## config.mk

```make
export PLATFORM = sky130hd
export DESIGN_NAME = ssr_setpoint_ctl
export DESIGN_NICKNAME = d
export VERILOG_FILES = /design/src/hdl/ssr_pkg.sv /design/src/hdl/ssr_setpoint_ctl.sv
export VERILOG_INCLUDE_DIRS = /design/src /design/src/hdl
export SDC_FILE = /design/constraint.sdc
export NUM_CORES = 1
export LEC_CHECK = 0
export BUFFER_PORTS_ARGS = -buffer_cell sky130_fd_sc_hd__clkbuf_2
export CAP_MARGIN = 10
export CORE_MARGIN = 3
export CORE_UTILIZATION = 35
export DETAILED_ROUTE_END_ITERATION = 6
export PLACE_DENSITY = 0.62
export SETUP_SLACK_MARGIN = 0.4
export SYNTH_ARGS = -nofsm -noshare
export SYNTH_HDL_FRONTEND = slang
export SYNTH_SLANG_ARGS = --single-unit
export TNS_END_PERCENT = 1
```

## constraint.sdc

```tcl
create_clock -name clk -period 6.3 [get_ports clk]
set_input_delay 1.575 -clock clk [delete_from_list [all_inputs] [get_ports clk]]
set_output_delay 1.575 -clock clk [all_outputs]
set_load 0.05 [all_outputs]
```

## src/hdl/ssr_cfg.svh

```systemverilog
`ifndef SSR_CFG_SVH
`define SSR_CFG_SVH

// register byte offsets
`define SSR_OFF_CFG      8'h00
`define SSR_OFF_SP1      8'h04
`define SSR_OFF_SP2      8'h08
`define SSR_OFF_SLOPE    8'h0C
`define SSR_OFF_HOLD     8'h10
`define SSR_OFF_STATUS   8'h14
`define SSR_OFF_INT_STAT 8'h18
`define SSR_OFF_INT_CLR  8'h1C
`define SSR_OFF_INT_EN   8'h20
`define SSR_OFF_RAMP     8'h24

// field positions inside the config register
`define SSR_CFG_EIF_LSB  0
`define SSR_CFG_FMT_BIT  4
`define SSR_CFG_SPM_LSB  8
`define SSR_CFG_PVM_LSB  12
`define SSR_CFG_A1_BIT   16
`define SSR_CFG_A2_BIT   17

// reset values
`define SSR_CFG_RST      32'h0000_0000
`define SSR_HOLD_RST     16'h0000

// timing: one second in clock cycles at 250 MHz
`define SSR_CLK_HZ       250000000
`define SSR_SEC_S        1
`define SSR_SEC_CYCLES   (`SSR_CLK_HZ * `SSR_SEC_S)
// slope divisors in seconds
`define SSR_DIV_MIN      24'h00003C
`define SSR_DIV_HOUR     24'h000E10

// error codes
`define SSR_ERR_NONE     4'h0
`define SSR_ERR_IN1      4'h1
`define SSR_ERR_IN2      4'h2
`define SSR_ERR_DWELL    4'h4

`endif

```

## src/hdl/ssr_pkg.sv

```systemverilog
`default_nettype none
package ssr_pkg;
    typedef logic signed [15:0] ssr_val_t;

    typedef enum logic [3:0] {
        EV_NONE = 4'h0, EV_ALT_SP = 4'h1, EV_ALT_TUNE = 4'h2,
        EV_BOTH = 4'h3, EV_CLR_A1 = 4'h4, EV_CLR_A2 = 4'h5,
        EV_CLR_A12 = 4'h6, EV_DIS_O1 = 4'h7, EV_DIS_O2 = 4'h8,
        EV_DIS_O12 = 4'h9, EV_LOCK = 4'hA
    } ssr_evfn_e;

    typedef enum logic [2:0] {
        SPM_DUAL = 3'h0, SPM_PER_MIN = 3'h1, SPM_PER_HOUR = 3'h2,
        SPM_REM_IN1 = 3'h3, SPM_REM_IN2 = 3'h4
    } ssr_spm_e;

    typedef enum logic [1:0] {
        PVM_IN1 = 2'h0, PVM_IN2 = 2'h1, PVM_DIFF12 = 2'h2, PVM_DIFF21 = 2'h3
    } ssr_pvm_e;

    typedef enum logic [1:0] {
        RS_IDLE = 2'b01, RS_RUN = 2'b10
    } ssr_ramp_e;

    typedef enum logic [2:0] {
        DW_WAIT = 3'b001, DW_COUNT = 3'b010, DW_DONE = 3'b100
    } ssr_dwell_e;

    typedef struct packed {
        logic        psel;
        logic        penable;
        logic        pwrite;
        logic [7:0]  paddr;
        logic [31:0] pwdata;
    } ssr_apb_req_s;

    typedef struct packed {
        logic [31:0] prdata;
        logic        pready;
        logic        pslverr;
    } ssr_apb_rsp_s;

    typedef struct packed {
        ssr_apb_rsp_s      apb;
        logic [31:0]       cfg;
        ssr_val_t          sp1;
        ssr_val_t          sp2;
        logic [15:0]       slope;
        logic [15:0]       hold;
        logic [3:0]        int_stat;
        logic [3:0]        int_en;
        logic [31:0]       sec_cnt;
        logic              sec_tick;
        logic              init;
        ssr_ramp_e         ramp_st;
        ssr_val_t          ramp_val;
        logic [23:0]       ramp_acc;
        ssr_val_t          last_target;
        logic              key_seen;
        ssr_dwell_e [1:0]  dwell_st;
        logic [1:0][15:0]  dwell_cnt;
        logic [1:0]        alarm;
        ssr_val_t          ctl_sp;
        ssr_val_t          disp;
        logic              alt_tune;
        logic              tw1;
        logic              tw2;
        logic [3:0]        err;
        logic              irq;
    } ssr_state_s;
endpackage
`default_nettype wire

```

## src/hdl/ssr_setpoint_ctl.sv

```systemverilog
// Notes on behaviour
// - absolute format: alternate set point is the stored secondary value
// - offset format: alternate set point is primary plus secondary
// - alternate set point function with event active controls to it
// - alternate set point honoured only in dual or ramp source modes
// - combined function switches set point and tuning set together
// - finished auto-tune stores into the set the event selected
// - ramping only in per-minute or per-hour mode, rate from slope
// - ramp starts at power up and on every set point change
// - ramp value loads process value on power up, slope or set point change
// - zero slope disables ramping, target applied directly
// - display shows ramp value while ramping, set point once a key touched
// - dwell function makes an alarm act as dwell timer
// - dwell counts from process reaching set point, alarms at expiry
// - hold change before expiry does not disturb the running count
// - dwell alarm stays until reset or alarm-clear event input
// - dwell on both alarms gives a configuration error code
// - remote input one or two swaps set point and process routing
// - both sources on input one or both on input two give errors
// - alarm-clear event clears alarm; on release it retriggers if present
`include "ssr_cfg.svh"
`default_nettype none
module ssr_setpoint_ctl #(
    parameter int unsigned SEC_CYCLES = `SSR_SEC_CYCLES
) (
    input  wire logic                  clk,
    input  wire logic                  rst,
    input  wire ssr_pkg::ssr_apb_req_s apb_req,
    output var  ssr_pkg::ssr_apb_rsp_s apb_rsp,
    input  wire logic                  event_in,
    input  wire ssr_pkg::ssr_val_t     input_one_value,
    input  wire ssr_pkg::ssr_val_t     input_two_value,
    input  wire logic                  key_touch,
    input  wire logic                  autotune_done,
    input  wire logic                  alarm_one_condition,
    input  wire logic                  alarm_two_condition,
    output logic                       irq,
    output ssr_pkg::ssr_val_t          control_setpoint,
    output ssr_pkg::ssr_val_t          display_value,
    output logic                       alt_tuning_select,
    output logic                       tune_write_first,
    output logic                       tune_write_second,
    output logic                       alarm_one_out,
    output logic                       alarm_two_out,
    output logic [3:0]                 error_code
);
    ssr_pkg::ssr_state_s q_reg;
    ssr_pkg::ssr_state_s q_next;

    // unmapped offsets answer with pslverr
    function automatic logic addr_ok(input logic [7:0] a);
        unique case (a)
            `SSR_OFF_CFG, `SSR_OFF_SP1, `SSR_OFF_SP2, `SSR_OFF_SLOPE,
            `SSR_OFF_HOLD, `SSR_OFF_STATUS, `SSR_OFF_INT_STAT,
            `SSR_OFF_INT_CLR, `SSR_OFF_INT_EN, `SSR_OFF_RAMP:
                addr_ok = 1'b1;
            default:
                addr_ok = 1'b0;
        endcase
    endfunction

    always_comb begin
        ssr_pkg::ssr_evfn_e evf;
        ssr_pkg::ssr_spm_e  spm;
        ssr_pkg::ssr_pvm_e  pvm;
        ssr_pkg::ssr_val_t  pv;
        ssr_pkg::ssr_val_t  alt_sp;
        ssr_pkg::ssr_val_t  target;
        logic [1:0]         dwell_on;
        logic [1:0]         clr_al;
        logic [1:0]         cond;
        logic [3:0]         ev_set;
        logic [3:0]         clr_mask;
        logic               ramp_mode;
        logic               ramp_en;
        logic               alt_on;
        logic               restart;
        logic               wr;
        logic [23:0]        div;
        logic [7:0]         a;
        q_next   = q_reg;
        pv       = '0;
        alt_sp   = '0;
        target   = '0;
        clr_al   = '0;
        div      = '0;
        ramp_en  = 1'b0;
        alt_on   = 1'b0;
        restart  = 1'b0;
        ramp_mode = 1'b0;
        evf      = ssr_pkg::ssr_evfn_e'(q_reg.cfg[`SSR_CFG_EIF_LSB +: 4]);
        spm      = ssr_pkg::ssr_spm_e'(q_reg.cfg[`SSR_CFG_SPM_LSB +: 3]);
        pvm      = ssr_pkg::ssr_pvm_e'(q_reg.cfg[`SSR_CFG_PVM_LSB +: 2]);
        dwell_on = {q_reg.cfg[`SSR_CFG_A2_BIT], q_reg.cfg[`SSR_CFG_A1_BIT]};
        cond     = {alarm_two_condition, alarm_one_condition};
        ev_set   = 4'h0;
        clr_mask = 4'h0;
        a        = apb_req.paddr;
        wr       = apb_req.psel && apb_req.penable && q_reg.apb.pready &&
                   apb_req.pwrite && addr_ok(a);

        // second tick divider, a one-cycle enable
        q_next.sec_tick = 1'b0;
        q_next.sec_cnt  = q_reg.sec_cnt + 32'h1;
        if (q_reg.sec_cnt >= 32'(SEC_CYCLES - 1)) begin
            q_next.sec_cnt  = 32'h0;
            q_next.sec_tick = 1'b1;
        end

        unique case (pvm)
            ssr_pkg::PVM_IN1:    pv = input_one_value;
            ssr_pkg::PVM_IN2:    pv = input_two_value;
            ssr_pkg::PVM_DIFF12: pv = input_one_value - input_two_value;
            ssr_pkg::PVM_DIFF21: pv = input_two_value - input_one_value;
        endcase
        if (spm == ssr_pkg::SPM_REM_IN1) pv = input_two_value;
        if (spm == ssr_pkg::SPM_REM_IN2) pv = input_one_value;

        alt_sp = q_reg.cfg[`SSR_CFG_FMT_BIT] ? q_reg.sp1 + q_reg.sp2
                                              : q_reg.sp2;
        ramp_mode = (spm == ssr_pkg::SPM_PER_MIN) ||
                    (spm == ssr_pkg::SPM_PER_HOUR);
        alt_on = event_in && (ramp_mode || spm == ssr_pkg::SPM_DUAL) &&
                 (evf == ssr_pkg::EV_ALT_SP || evf == ssr_pkg::EV_BOTH);
        target = alt_on ? alt_sp : q_reg.sp1;
        if (spm == ssr_pkg::SPM_REM_IN1) target = input_one_value;
        if (spm == ssr_pkg::SPM_REM_IN2) target = input_two_value;

        // tuning set follows the same event
        q_next.alt_tune = event_in && (evf == ssr_pkg::EV_ALT_TUNE ||
                                       evf == ssr_pkg::EV_BOTH);
        // store results in the selected set
        q_next.tw1 = autotune_done && !q_reg.alt_tune;
        q_next.tw2 = autotune_done && q_reg.alt_tune;

        // ramp mode and rate; zero slope disables
        ramp_en = ramp_mode && (q_reg.slope != 16'h0000);
        div = (spm == ssr_pkg::SPM_PER_HOUR) ? `SSR_DIV_HOUR
                                              : `SSR_DIV_MIN;
        // any config or slope write, or a change of target, re-arms the ramp
        restart = q_reg.init || (target != q_reg.last_target) ||
                  (wr && (a == `SSR_OFF_SLOPE || a == `SSR_OFF_CFG));
        q_next.init        = 1'b0;
        q_next.last_target = target;
        if (restart) begin
            q_next.ramp_val = pv;
            q_next.ramp_acc = 24'h0;
            q_next.key_seen = 1'b0;
            q_next.ramp_st  = ramp_en ? ssr_pkg::RS_RUN : ssr_pkg::RS_IDLE;
        end else begin
            unique case (q_reg.ramp_st)
                ssr_pkg::RS_IDLE: begin
                    q_next.ramp_acc = 24'h0;
                end
                ssr_pkg::RS_RUN: begin
                    if (!ramp_en) begin
                        q_next.ramp_st = ssr_pkg::RS_IDLE;
                    end else if (q_reg.ramp_val == target) begin
                        q_next.ramp_st = ssr_pkg::RS_IDLE;
                        ev_set[2]      = 1'b1;
                    end else if (q_reg.sec_tick) begin
                        q_next.ramp_acc = q_reg.ramp_acc +
                                          {8'h00, q_reg.slope};
                    end else if (q_reg.ramp_acc >= div) begin
                        // drain one divisor per cycle between ticks, stepping the ramp value by one
                        q_next.ramp_acc = q_reg.ramp_acc - div;
                        q_next.ramp_val = (q_reg.ramp_val < target) ?
                            q_reg.ramp_val + 16'sh0001 :
                            q_reg.ramp_val - 16'sh0001;
                    end
                end
            endcase
        end
        if (key_touch) q_next.key_seen = 1'b1;
        q_next.ctl_sp = (q_reg.ramp_st == ssr_pkg::RS_RUN) ?
                        q_reg.ramp_val : target;
        // ramp value shown until a key is touched
        q_next.disp = (q_reg.ramp_st == ssr_pkg::RS_RUN &&
                       !q_reg.key_seen) ? q_reg.ramp_val : target;

        clr_al[0] = event_in && (evf == ssr_pkg::EV_CLR_A1 ||
                                 evf == ssr_pkg::EV_CLR_A12);
        clr_al[1] = event_in && (evf == ssr_pkg::EV_CLR_A2 ||
                                 evf == ssr_pkg::EV_CLR_A12);
        for (int k = 0; k < 2; k++) begin
            if (!dwell_on[k]) begin
                q_next.dwell_st[k]  = ssr_pkg::DW_WAIT;
                q_next.dwell_cnt[k] = 16'h0;
                // latched alarm cleared while event held
                q_next.alarm[k] = !clr_al[k] && (q_reg.alarm[k] || cond[k]);
            end else begin
                unique case (q_reg.dwell_st[k])
                    ssr_pkg::DW_WAIT: begin
                        // count starts when set point reached
                        if (pv >= target && !clr_al[k]) begin
                            q_next.dwell_st[k]  = ssr_pkg::DW_COUNT;
                            q_next.dwell_cnt[k] = 16'h0;
                        end
                    end
                    ssr_pkg::DW_COUNT: begin
                        if (q_reg.dwell_cnt[k] >= q_reg.hold) begin
                            q_next.dwell_st[k] = ssr_pkg::DW_DONE;
                        end else if (q_reg.sec_tick) begin
                            q_next.dwell_cnt[k] = q_reg.dwell_cnt[k] + 16'h1;
                        end
                    end
                    ssr_pkg::DW_DONE: begin
                        if (clr_al[k]) begin
                            q_next.dwell_st[k]  = ssr_pkg::DW_WAIT;
                            q_next.dwell_cnt[k] = 16'h0;
                        end
                    end
                    default: begin
                        q_next.dwell_st[k] = ssr_pkg::DW_WAIT;
                    end
                endcase
                q_next.alarm[k] = (q_next.dwell_st[k] == ssr_pkg::DW_DONE);
            end
            if (q_next.alarm[k] && !q_reg.alarm[k]) ev_set[k] = 1'b1;
        end

        // dwell on both alarms, same-input conflicts
        if (dwell_on == 2'b11) begin
            q_next.err = `SSR_ERR_DWELL;
        end else if (spm == ssr_pkg::SPM_REM_IN1 &&
                     pvm == ssr_pkg::PVM_IN1) begin
            q_next.err = `SSR_ERR_IN1;
        end else if (spm == ssr_pkg::SPM_REM_IN2 &&
                     pvm == ssr_pkg::PVM_IN2) begin
            q_next.err = `SSR_ERR_IN2;
        end else begin
            q_next.err = `SSR_ERR_NONE;
        end
        if (q_next.err != `SSR_ERR_NONE && q_reg.err == `SSR_ERR_NONE)
            ev_set[3] = 1'b1;

        // apb: pready one cycle after access starts; write at the edge where pready is sampled high
        q_next.apb.pready  = 1'b0;
        q_next.apb.pslverr = 1'b0;
        if (apb_req.psel && apb_req.penable && !q_reg.apb.pready) begin
            q_next.apb.pready  = 1'b1;
            q_next.apb.pslverr = !addr_ok(a);
            unique case (a)
                `SSR_OFF_CFG:      q_next.apb.prdata = q_reg.cfg;
                `SSR_OFF_SP1:      q_next.apb.prdata = 32'(q_reg.sp1);
                `SSR_OFF_SP2:      q_next.apb.prdata = 32'(q_reg.sp2);
                `SSR_OFF_SLOPE:    q_next.apb.prdata = {16'h0, q_reg.slope};
                `SSR_OFF_HOLD:     q_next.apb.prdata = {16'h0, q_reg.hold};
                `SSR_OFF_STATUS:   q_next.apb.prdata = {23'h0,
                    q_reg.alt_tune, alt_on, q_reg.alarm,
                    q_reg.ramp_st == ssr_pkg::RS_RUN, q_reg.err};
                `SSR_OFF_INT_STAT: q_next.apb.prdata = {28'h0, q_reg.int_stat};
                `SSR_OFF_INT_EN:   q_next.apb.prdata = {28'h0, q_reg.int_en};
                `SSR_OFF_RAMP:     q_next.apb.prdata = {16'h0, q_reg.ramp_val};
                default:           q_next.apb.prdata = 32'h0;
            endcase
        end
        if (wr) begin
            unique case (a)
                `SSR_OFF_CFG:     q_next.cfg    = apb_req.pwdata;
                `SSR_OFF_SP1:     q_next.sp1    = apb_req.pwdata[15:0];
                `SSR_OFF_SP2:     q_next.sp2    = apb_req.pwdata[15:0];
                `SSR_OFF_SLOPE:   q_next.slope  = apb_req.pwdata[15:0];
                `SSR_OFF_HOLD:    q_next.hold   = apb_req.pwdata[15:0];
                `SSR_OFF_INT_CLR: clr_mask      = apb_req.pwdata[3:0];
                `SSR_OFF_INT_EN:  q_next.int_en = apb_req.pwdata[3:0];
                default:          clr_mask      = 4'h0;
            endcase
        end
        // sticky status: a new event wins over a clear
        q_next.int_stat = (q_reg.int_stat & ~clr_mask) | ev_set;
        q_next.irq      = |(q_next.int_stat & q_next.int_en);
    end

    // single state register
    always_ff @(posedge clk) begin
        if (rst) begin
            q_reg          <= '0;
            q_reg.cfg      <= `SSR_CFG_RST;
            q_reg.hold     <= `SSR_HOLD_RST;
            q_reg.init     <= 1'b1;  // power-up ramp load
            q_reg.ramp_st  <= ssr_pkg::RS_IDLE;
            q_reg.dwell_st <= '{ssr_pkg::DW_WAIT, ssr_pkg::DW_WAIT};
        end else begin
            q_reg <= q_next;
        end
    end

    assign apb_rsp           = q_reg.apb;
    assign irq               = q_reg.irq;
    assign control_setpoint  = q_reg.ctl_sp;
    assign display_value     = q_reg.disp;
    assign alt_tuning_select = q_reg.alt_tune;
    assign tune_write_first  = q_reg.tw1;
    assign tune_write_second = q_reg.tw2;
    assign alarm_one_out     = q_reg.alarm[0];
    assign alarm_two_out     = q_reg.alarm[1];
    assign error_code        = q_reg.err;
endmodule
`default_nettype wire

```

# --- Word level (Yosys, flattened, before mapping) ---
# Cells that the tools add are included.
word_totals:
  regBits: 311
  elab_cells: 244
  input_bits: 82
op_classes:
  reduce_logical: 72
  order_cmp: 6
  n_bitwise: 7
  muxes: 70
  add_sub_neg: 10
  n_eq_ne: 49
ops:
  columns: ["operator", "n"]
  rows:
  - ["two-way mux 16 bit", 20]
  - ["one-hot mux 32 bit (9 select lines)", 1]
  - ["two-way mux 140 bit", 1]
  - ["two-way mux 40 bit", 3]
  - ["one-hot mux 16 bit (3 select lines)", 2]
  - ["one-hot mux 16 bit (4 select lines)", 1]
  - ["greater-or-equal comparator 16 bit", 3]
  - ["one-hot mux 24 bit (2 select lines)", 1]
  - ["two-way mux 42 bit", 1]
  - ["two-way mux 3 bit", 11]
  - ["adder 16 x 1 -> 16 bit (second input constant)", 2]
  - ["adder 32 x 1 -> 32 bit (second input constant)", 1]
  - ["equality test 8 x 5 -> 1 bit (second input constant)", 4]
  - ["greater-or-equal comparator 32 x 28 -> 1 bit (second input constant)", 1]
  - ["subtractor 16 bit", 2]
  - ["adder 24 x 16 -> 24 bit", 1]
  - ["greater-or-equal comparator 24 x 12 -> 1 bit", 1]
  - ["logical AND 1 bit", 24]
  - ["two-way mux 24 bit", 1]
  - ["subtractor 24 x 12 -> 24 bit", 1]
  - ["inequality test 2 bit (second input constant)", 11]
  - ["two-way mux 18 bit", 1]
  - ["one-hot mux 3 bit (3 select lines)", 2]
  - ["adder 16 bit", 1]
  - ["43 further kinds", 117]

# --- Depth between registers and ports, before layout ---
logic_depth:
  word_depth: 21
  mapped_depth: 29
  mapped_depth_nobuf: 29

# --- Least setup slack after synthesis ---
# No wires, ideal clock.
synth_timing:
  path_kind: "in2reg"
  startpoint: "input port event_in"
  endpoint: "register q_reg[136] in the netlist's numbering"
  cell_stages: 24
  path_buffers: 1
  arrival_time_ns: 6.656
  setup_time_ns: 0.086
  slack_ns: -0.442
  cell_sequence: "or3b_4 nor3_4 buf_2 nand2_1 nor3_1 a21oi_1 nand3_1 ha_1 or4b_2 a21oi_1 o221ai_1 o21ai_0 inv_1 ha_1 a211oi_1 o21ai_0 nand3_1 a31oi_1 a2111oi_0 o21bai_1 xnor2_1 nand2b_1 xor2_1 a211oi_1"
synth_via:
  elab_chain_len: 13
synth_rtl:
  columns: ["element", "line", "source"]
  rows:
  - ["start: declaration", "ssr_setpoint_ctl.sv:30", "input wire logic event_in,"]
  - ["logical AND 1 bit (*) (2 in a row)", "ssr_setpoint_ctl.sv:123", "alt_on = event_in && (ramp_mode || spm == ssr_pkg::SPM_DUAL) &&"]
  - ["two-way mux 16 bit (*)", "ssr_setpoint_ctl.sv:125", "target = alt_on ? alt_sp : q_reg.sp1;"]
  - ["two-way mux 16 bit (*)", "ssr_setpoint_ctl.sv:126", "if (spm == ssr_pkg::SPM_REM_IN1) target = input_one_value;"]
  - ["two-way mux 16 bit (*)", "ssr_setpoint_ctl.sv:127", "if (spm == ssr_pkg::SPM_REM_IN2) target = input_two_value;"]
  - ["less-than comparator 16 bit", "ssr_setpoint_ctl.sv:167", "q_next.ramp_val = (q_reg.ramp_val < target) ?"]
  - ["two-way mux 16 bit", "ssr_setpoint_ctl.sv:167", null]
  - ["two-way mux 40 bit", "ssr_setpoint_ctl.sv:164", "end else if (q_reg.ramp_acc >= div) begin"]
  - ["two-way mux 16 bit", "ssr_setpoint_ctl.sv:161", "end else if (q_reg.sec_tick) begin"]
  - ["two-way mux 40 bit", "ssr_setpoint_ctl.sv:158", "end else if (q_reg.ramp_val == target) begin"]
  - ["two-way mux 40 bit", "ssr_setpoint_ctl.sv:156", "if (!ramp_en) begin"]
  - ["two-way mux 18 bit", "ssr_setpoint_ctl.sv:151", "unique case (q_reg.ramp_st)"]
  - ["two-way mux 42 bit", "ssr_setpoint_ctl.sv:145", "if (restart) begin"]
  - ["end signal: assignment", "ssr_setpoint_ctl.sv:285", "q_reg <= q_next;"]
  - ["end: declaration", "ssr_setpoint_ctl.sv:47", "ssr_pkg::ssr_state_s q_reg;"]
# Mark *: on every way between the ends. The rest lies on a longest branch, timed or not. The select of a mux whose other input is x is not followed.
# A chain may end at the register's enable or synchronous reset.

# --- Worst setup path after layout ---
layout_timing:
  startpoint: "input port event_in"
  endpoint: "register q_reg[135] in the netlist's numbering"
# The elaborated chain is that of the path after synthesis.

==> results.sh <==
export IMPL_synth_common_cells="322 x nand2_1, 310 x dfxtp_1, 305 x a21oi_1, 264 x nor2_1, 148 x ha_1"
export IMPL_synth_most_common_cell="nand2_1"
export IMPL_place_congestion=0.993
export IMPL_crit_required_ns=6.75
export IMPL_power_frac_seq_pct=39.7
export IMPL_cts_root_buf="clkbuf_16"
export IMPL_wire_per_inst_um=20.8
export IMPL_critPathMaxFanout=6
export IMPL_cp_end_kind="flop"
export IMPL_slew_violations=0
export IMPL_power_leakage_nw=9.61
export IMPL_max_freq_mhz=174
export IMPL_synth_top_area_share_pct=29.8
export IMPL_drive_gt1_share_pct=18.4
export IMPL_drtIter0Drc=2033
export IMPL_synth_edff_count=0
export IMPL_switchingPower_mw=1.36
export IMPL_synth_area_top_cells="dfxtp_1 30%, ha_1 8.9%, a21oi_1 7.3%, nand2_1 5.8%, nor2_1 4.8%"
export IMPL_rows=88
export IMPL_swShare_pct=26.8
export IMPL_die_w_um=250
export IMPL_drc_errors=0
export IMPL_final_cell_count_no_fill=3683
export IMPL_grt_max_degree=91
export IMPL_viasPerCell=5.70
export IMPL_p_int_mw=3.72
export IMPL_io_pins=158
export IMPL_powerDensity_mw_per_mm2=205
export IMPL_cts_sink_count=310
export IMPL_grt_total_usage_pct=23.3
export IMPL_dp_cells=3601
export IMPL_yosys_area_top_type="dfxtp_1"
export IMPL_setup_violations=0
export IMPL_nets=3126
export IMPL_clk_latency_ns=0.56
export IMPL_power_share_combinational_pct=14.3
export IMPL_core_area_sq_mm=0.0582
export IMPL_clk_pin_slew_worst_paths_ns=0.06
export IMPL_critPathBufInv=3
export IMPL_grt_overflow_total=0
export IMPL_cts_buffers=38
export IMPL_dieArea_sq_mm=0.0625
export IMPL_irDropWorstVdd_uv=186
export IMPL_grt_pass1_wl_um=116000
export IMPL_cpLargestDelayFamily="compound AO/OA/AOI/OAI gates"
export IMPL_finalWirelength_um=76600
export IMPL_hold_viol_final=0
export IMPL_vias=21000
export IMPL_avgSynthCellArea_sq_um=7.69
export IMPL_place_ws_ns=-0.325
export IMPL_start_util_pct=35.8
export IMPL_cp_start_kind="input pin"
export IMPL_dr_pass1_iters=5
export IMPL_synth_flop_cell="dfxtp_1"
export IMPL_critPathMaxStageDelay_ns=0.42
export IMPL_cts_hold_buf=0
export IMPL_relSlewSlack_pct=30.5
export IMPL_cp_arrival_ns=6.20
export IMPL_die_h_um=250
export IMPL_cts_tree="done"
export IMPL_finClkSkew_ns=0.0207
export IMPL_ys_seq_elements=310
export IMPL_netlist_area_sq_mm=0.0208
export IMPL_clk_path_buf_depth=3
export IMPL_utilization_pct=42.6
export IMPL_post_dp_hpwl_um=58500
export IMPL_clkPwrFrac_pct=46.0
export IMPL_cts_htree_levels=2
export IMPL_ant_nets=0
export IMPL_postSynthCellCount=2710
export IMPL_async_reset_ff_share_pct=0
export IMPL_rsz0062_at_grt="true"
export IMPL_ys_types=90
export IMPL_ys_seq_area_share_pct=29.8
export IMPL_status="finished, final reports clean"
export IMPL_area_delta_synth_final_pct=19.2
export IMPL_worst_slew_pin_slew_ns=1.04
export IMPL_path_class="in2reg"
export IMPL_largest_reg_flops=235
export IMPL_fin_crit_ns=5.75
export IMPL_portBuffers=156
export IMPL_hp_class="reg2reg"
export IMPL_antenna_found_initial=2
export IMPL_worst_path_max_delay_cell="or3b_4"
export IMPL_yosysWarningCount=0
export IMPL_grt_pass1_vias=19200
export IMPL_period_share_pct=91.3
export IMPL_layout_setup_ws_ns=0.549
export IMPL_drv_cap=0
==> cells in the final DEF (no fill, tap or decap), types with 27 or more instances in the layout <==
master,netlist,routed
buf_4,76,187
a211oi_1,71,61
nand2_1,322,321
nand3_1,65,62
and3_1,34,33
inv_1,101,99
nand2b_1,29,29
xor2_1,46,46
clkbuf_2,0,155
nor2b_1,30,27
a22oi_1,41,39
clkbuf_16,0,39
nor3_1,64,64
nand4_1,28,28
a21o_1,49,49
o21a_1,27,27
a21oi_1,305,292
xnor2_1,56,56
nor2_1,264,261
ha_1,148,135
o21ai_0,115,104
dfxtp_1,310,309
a31oi_1,39,34
==> cell families (layout without fill, tap and decap cells) <==
| group | Yosys count | after routing | synth area share, % |
|---|---|---|---|
| and+or+nand+nor | 968 | 968 | 22.1 |
| AOI/OAI and AO/OA | 834 | 834 | 25.9 |
| buffers and inverters | 315 | 518 | 7.14 |
| DFF | 310 | 310 | 29.8 |
| adders and majority gates | 154 | 154 | 9.47 |
| xor gates and xnor gates | 103 | 103 | 4.42 |
| muxes | 25 | 25 | 1.21 |
| other | 1 | 6 | 0.0180 |
==> routing by layer <==
| metal | vias up | part of all wire, % | GRT usage [%] |
|---|---|---|---|
| met5 | - | 0.017 | 0 |
| met4 | 2 | 3.9 | 8.75 |
| met3 | 154 | 7.9 | 4.24 |
| met2 | 814 | 44 | 36.7 |
| met1 | 9919 | 44 | 31.8 |
| li1 | 10100 | - | - |
==> cell type report <==
type	count	area (sq um)
fillers	5903	33400
multi-input cells	2089	13700
flip-flops and latches	310	6210
repair buffers	349	2260
clock buffers	46	1040
well taps	765	957
inverters	101	387
clock inverters	21	280
repair inverters	1	6.26
diodes	1	2.50
==> stage by stage <==
step,TNS [ns],hold slack [ns],power [mW],area [sq um]
after floorplan,0,0.430,2.45,21000
after global placement,-3.20,0.442,2.71,23000
after detailed placement,-6.49,0.447,2.71,23000
after CTS,0,0.456,5.06,24400
after global routing,0,0.475,5.25,24800
final,0,0.457,5.09,24800
==> power groups by stage <==
| stage | combinational [mW] | clock (mW) | sequential (mW) |
|---|---|---|---|
| 2_1_floorplan | 0.408 | 0 | 2.04 |
| 3_3_place_gp | 0.654 | 0 | 2.06 |
| 3_5_place_dp | 0.655 | 0 | 2.06 |
| 4_1_cts | 0.667 | 2.38 | 2.01 |
| 5_1_grt | 0.788 | 2.45 | 2.02 |
| 6_report | 0.727 | 2.34 | 2.02 |
==> worst paths after layout <==
check / cells past startpoint / slack (ns) / start / endpoint
setup / recovery: 27 / 0.55 / event_in / q_reg[135]$_SDFFE_PP0P_
hold / removal: 2 / 0.46 / q_reg[271]$_SDFFE_PP0P_ / q_reg[271]$_SDFFE_PP0P_
setup reg to reg: 29 / 0.59 / q_reg[213]$_SDFFE_PP0P_ / q_reg[135]$_SDFFE_PP0P_
hold reg to reg: 2 / 0.46 / q_reg[271]$_SDFFE_PP0P_ / q_reg[271]$_SDFFE_PP0P_
==> repair_timing <==
action                                  in CTS  in global routing
gates cloned                                 0                  3
pin swaps                                    2                 29
endpoints found under the hold margin        0                  0
endpoints found under the setup margin      20                 42
gates resized for setup                     10                 73
setup buffers                                1                 10
==> worst min-delay path, delay by kind of cell (launching register included) <==
| kind | cells | cell delay, ns |
|---|---|---|
| and+or+nand+nor | 1 | 0.05 |
| DFF | 1 | 0.31 |
| AOI/OAI and AO/OA | 1 | 0.05 |
Note: power is estimated with default switching activity, not from simulation.
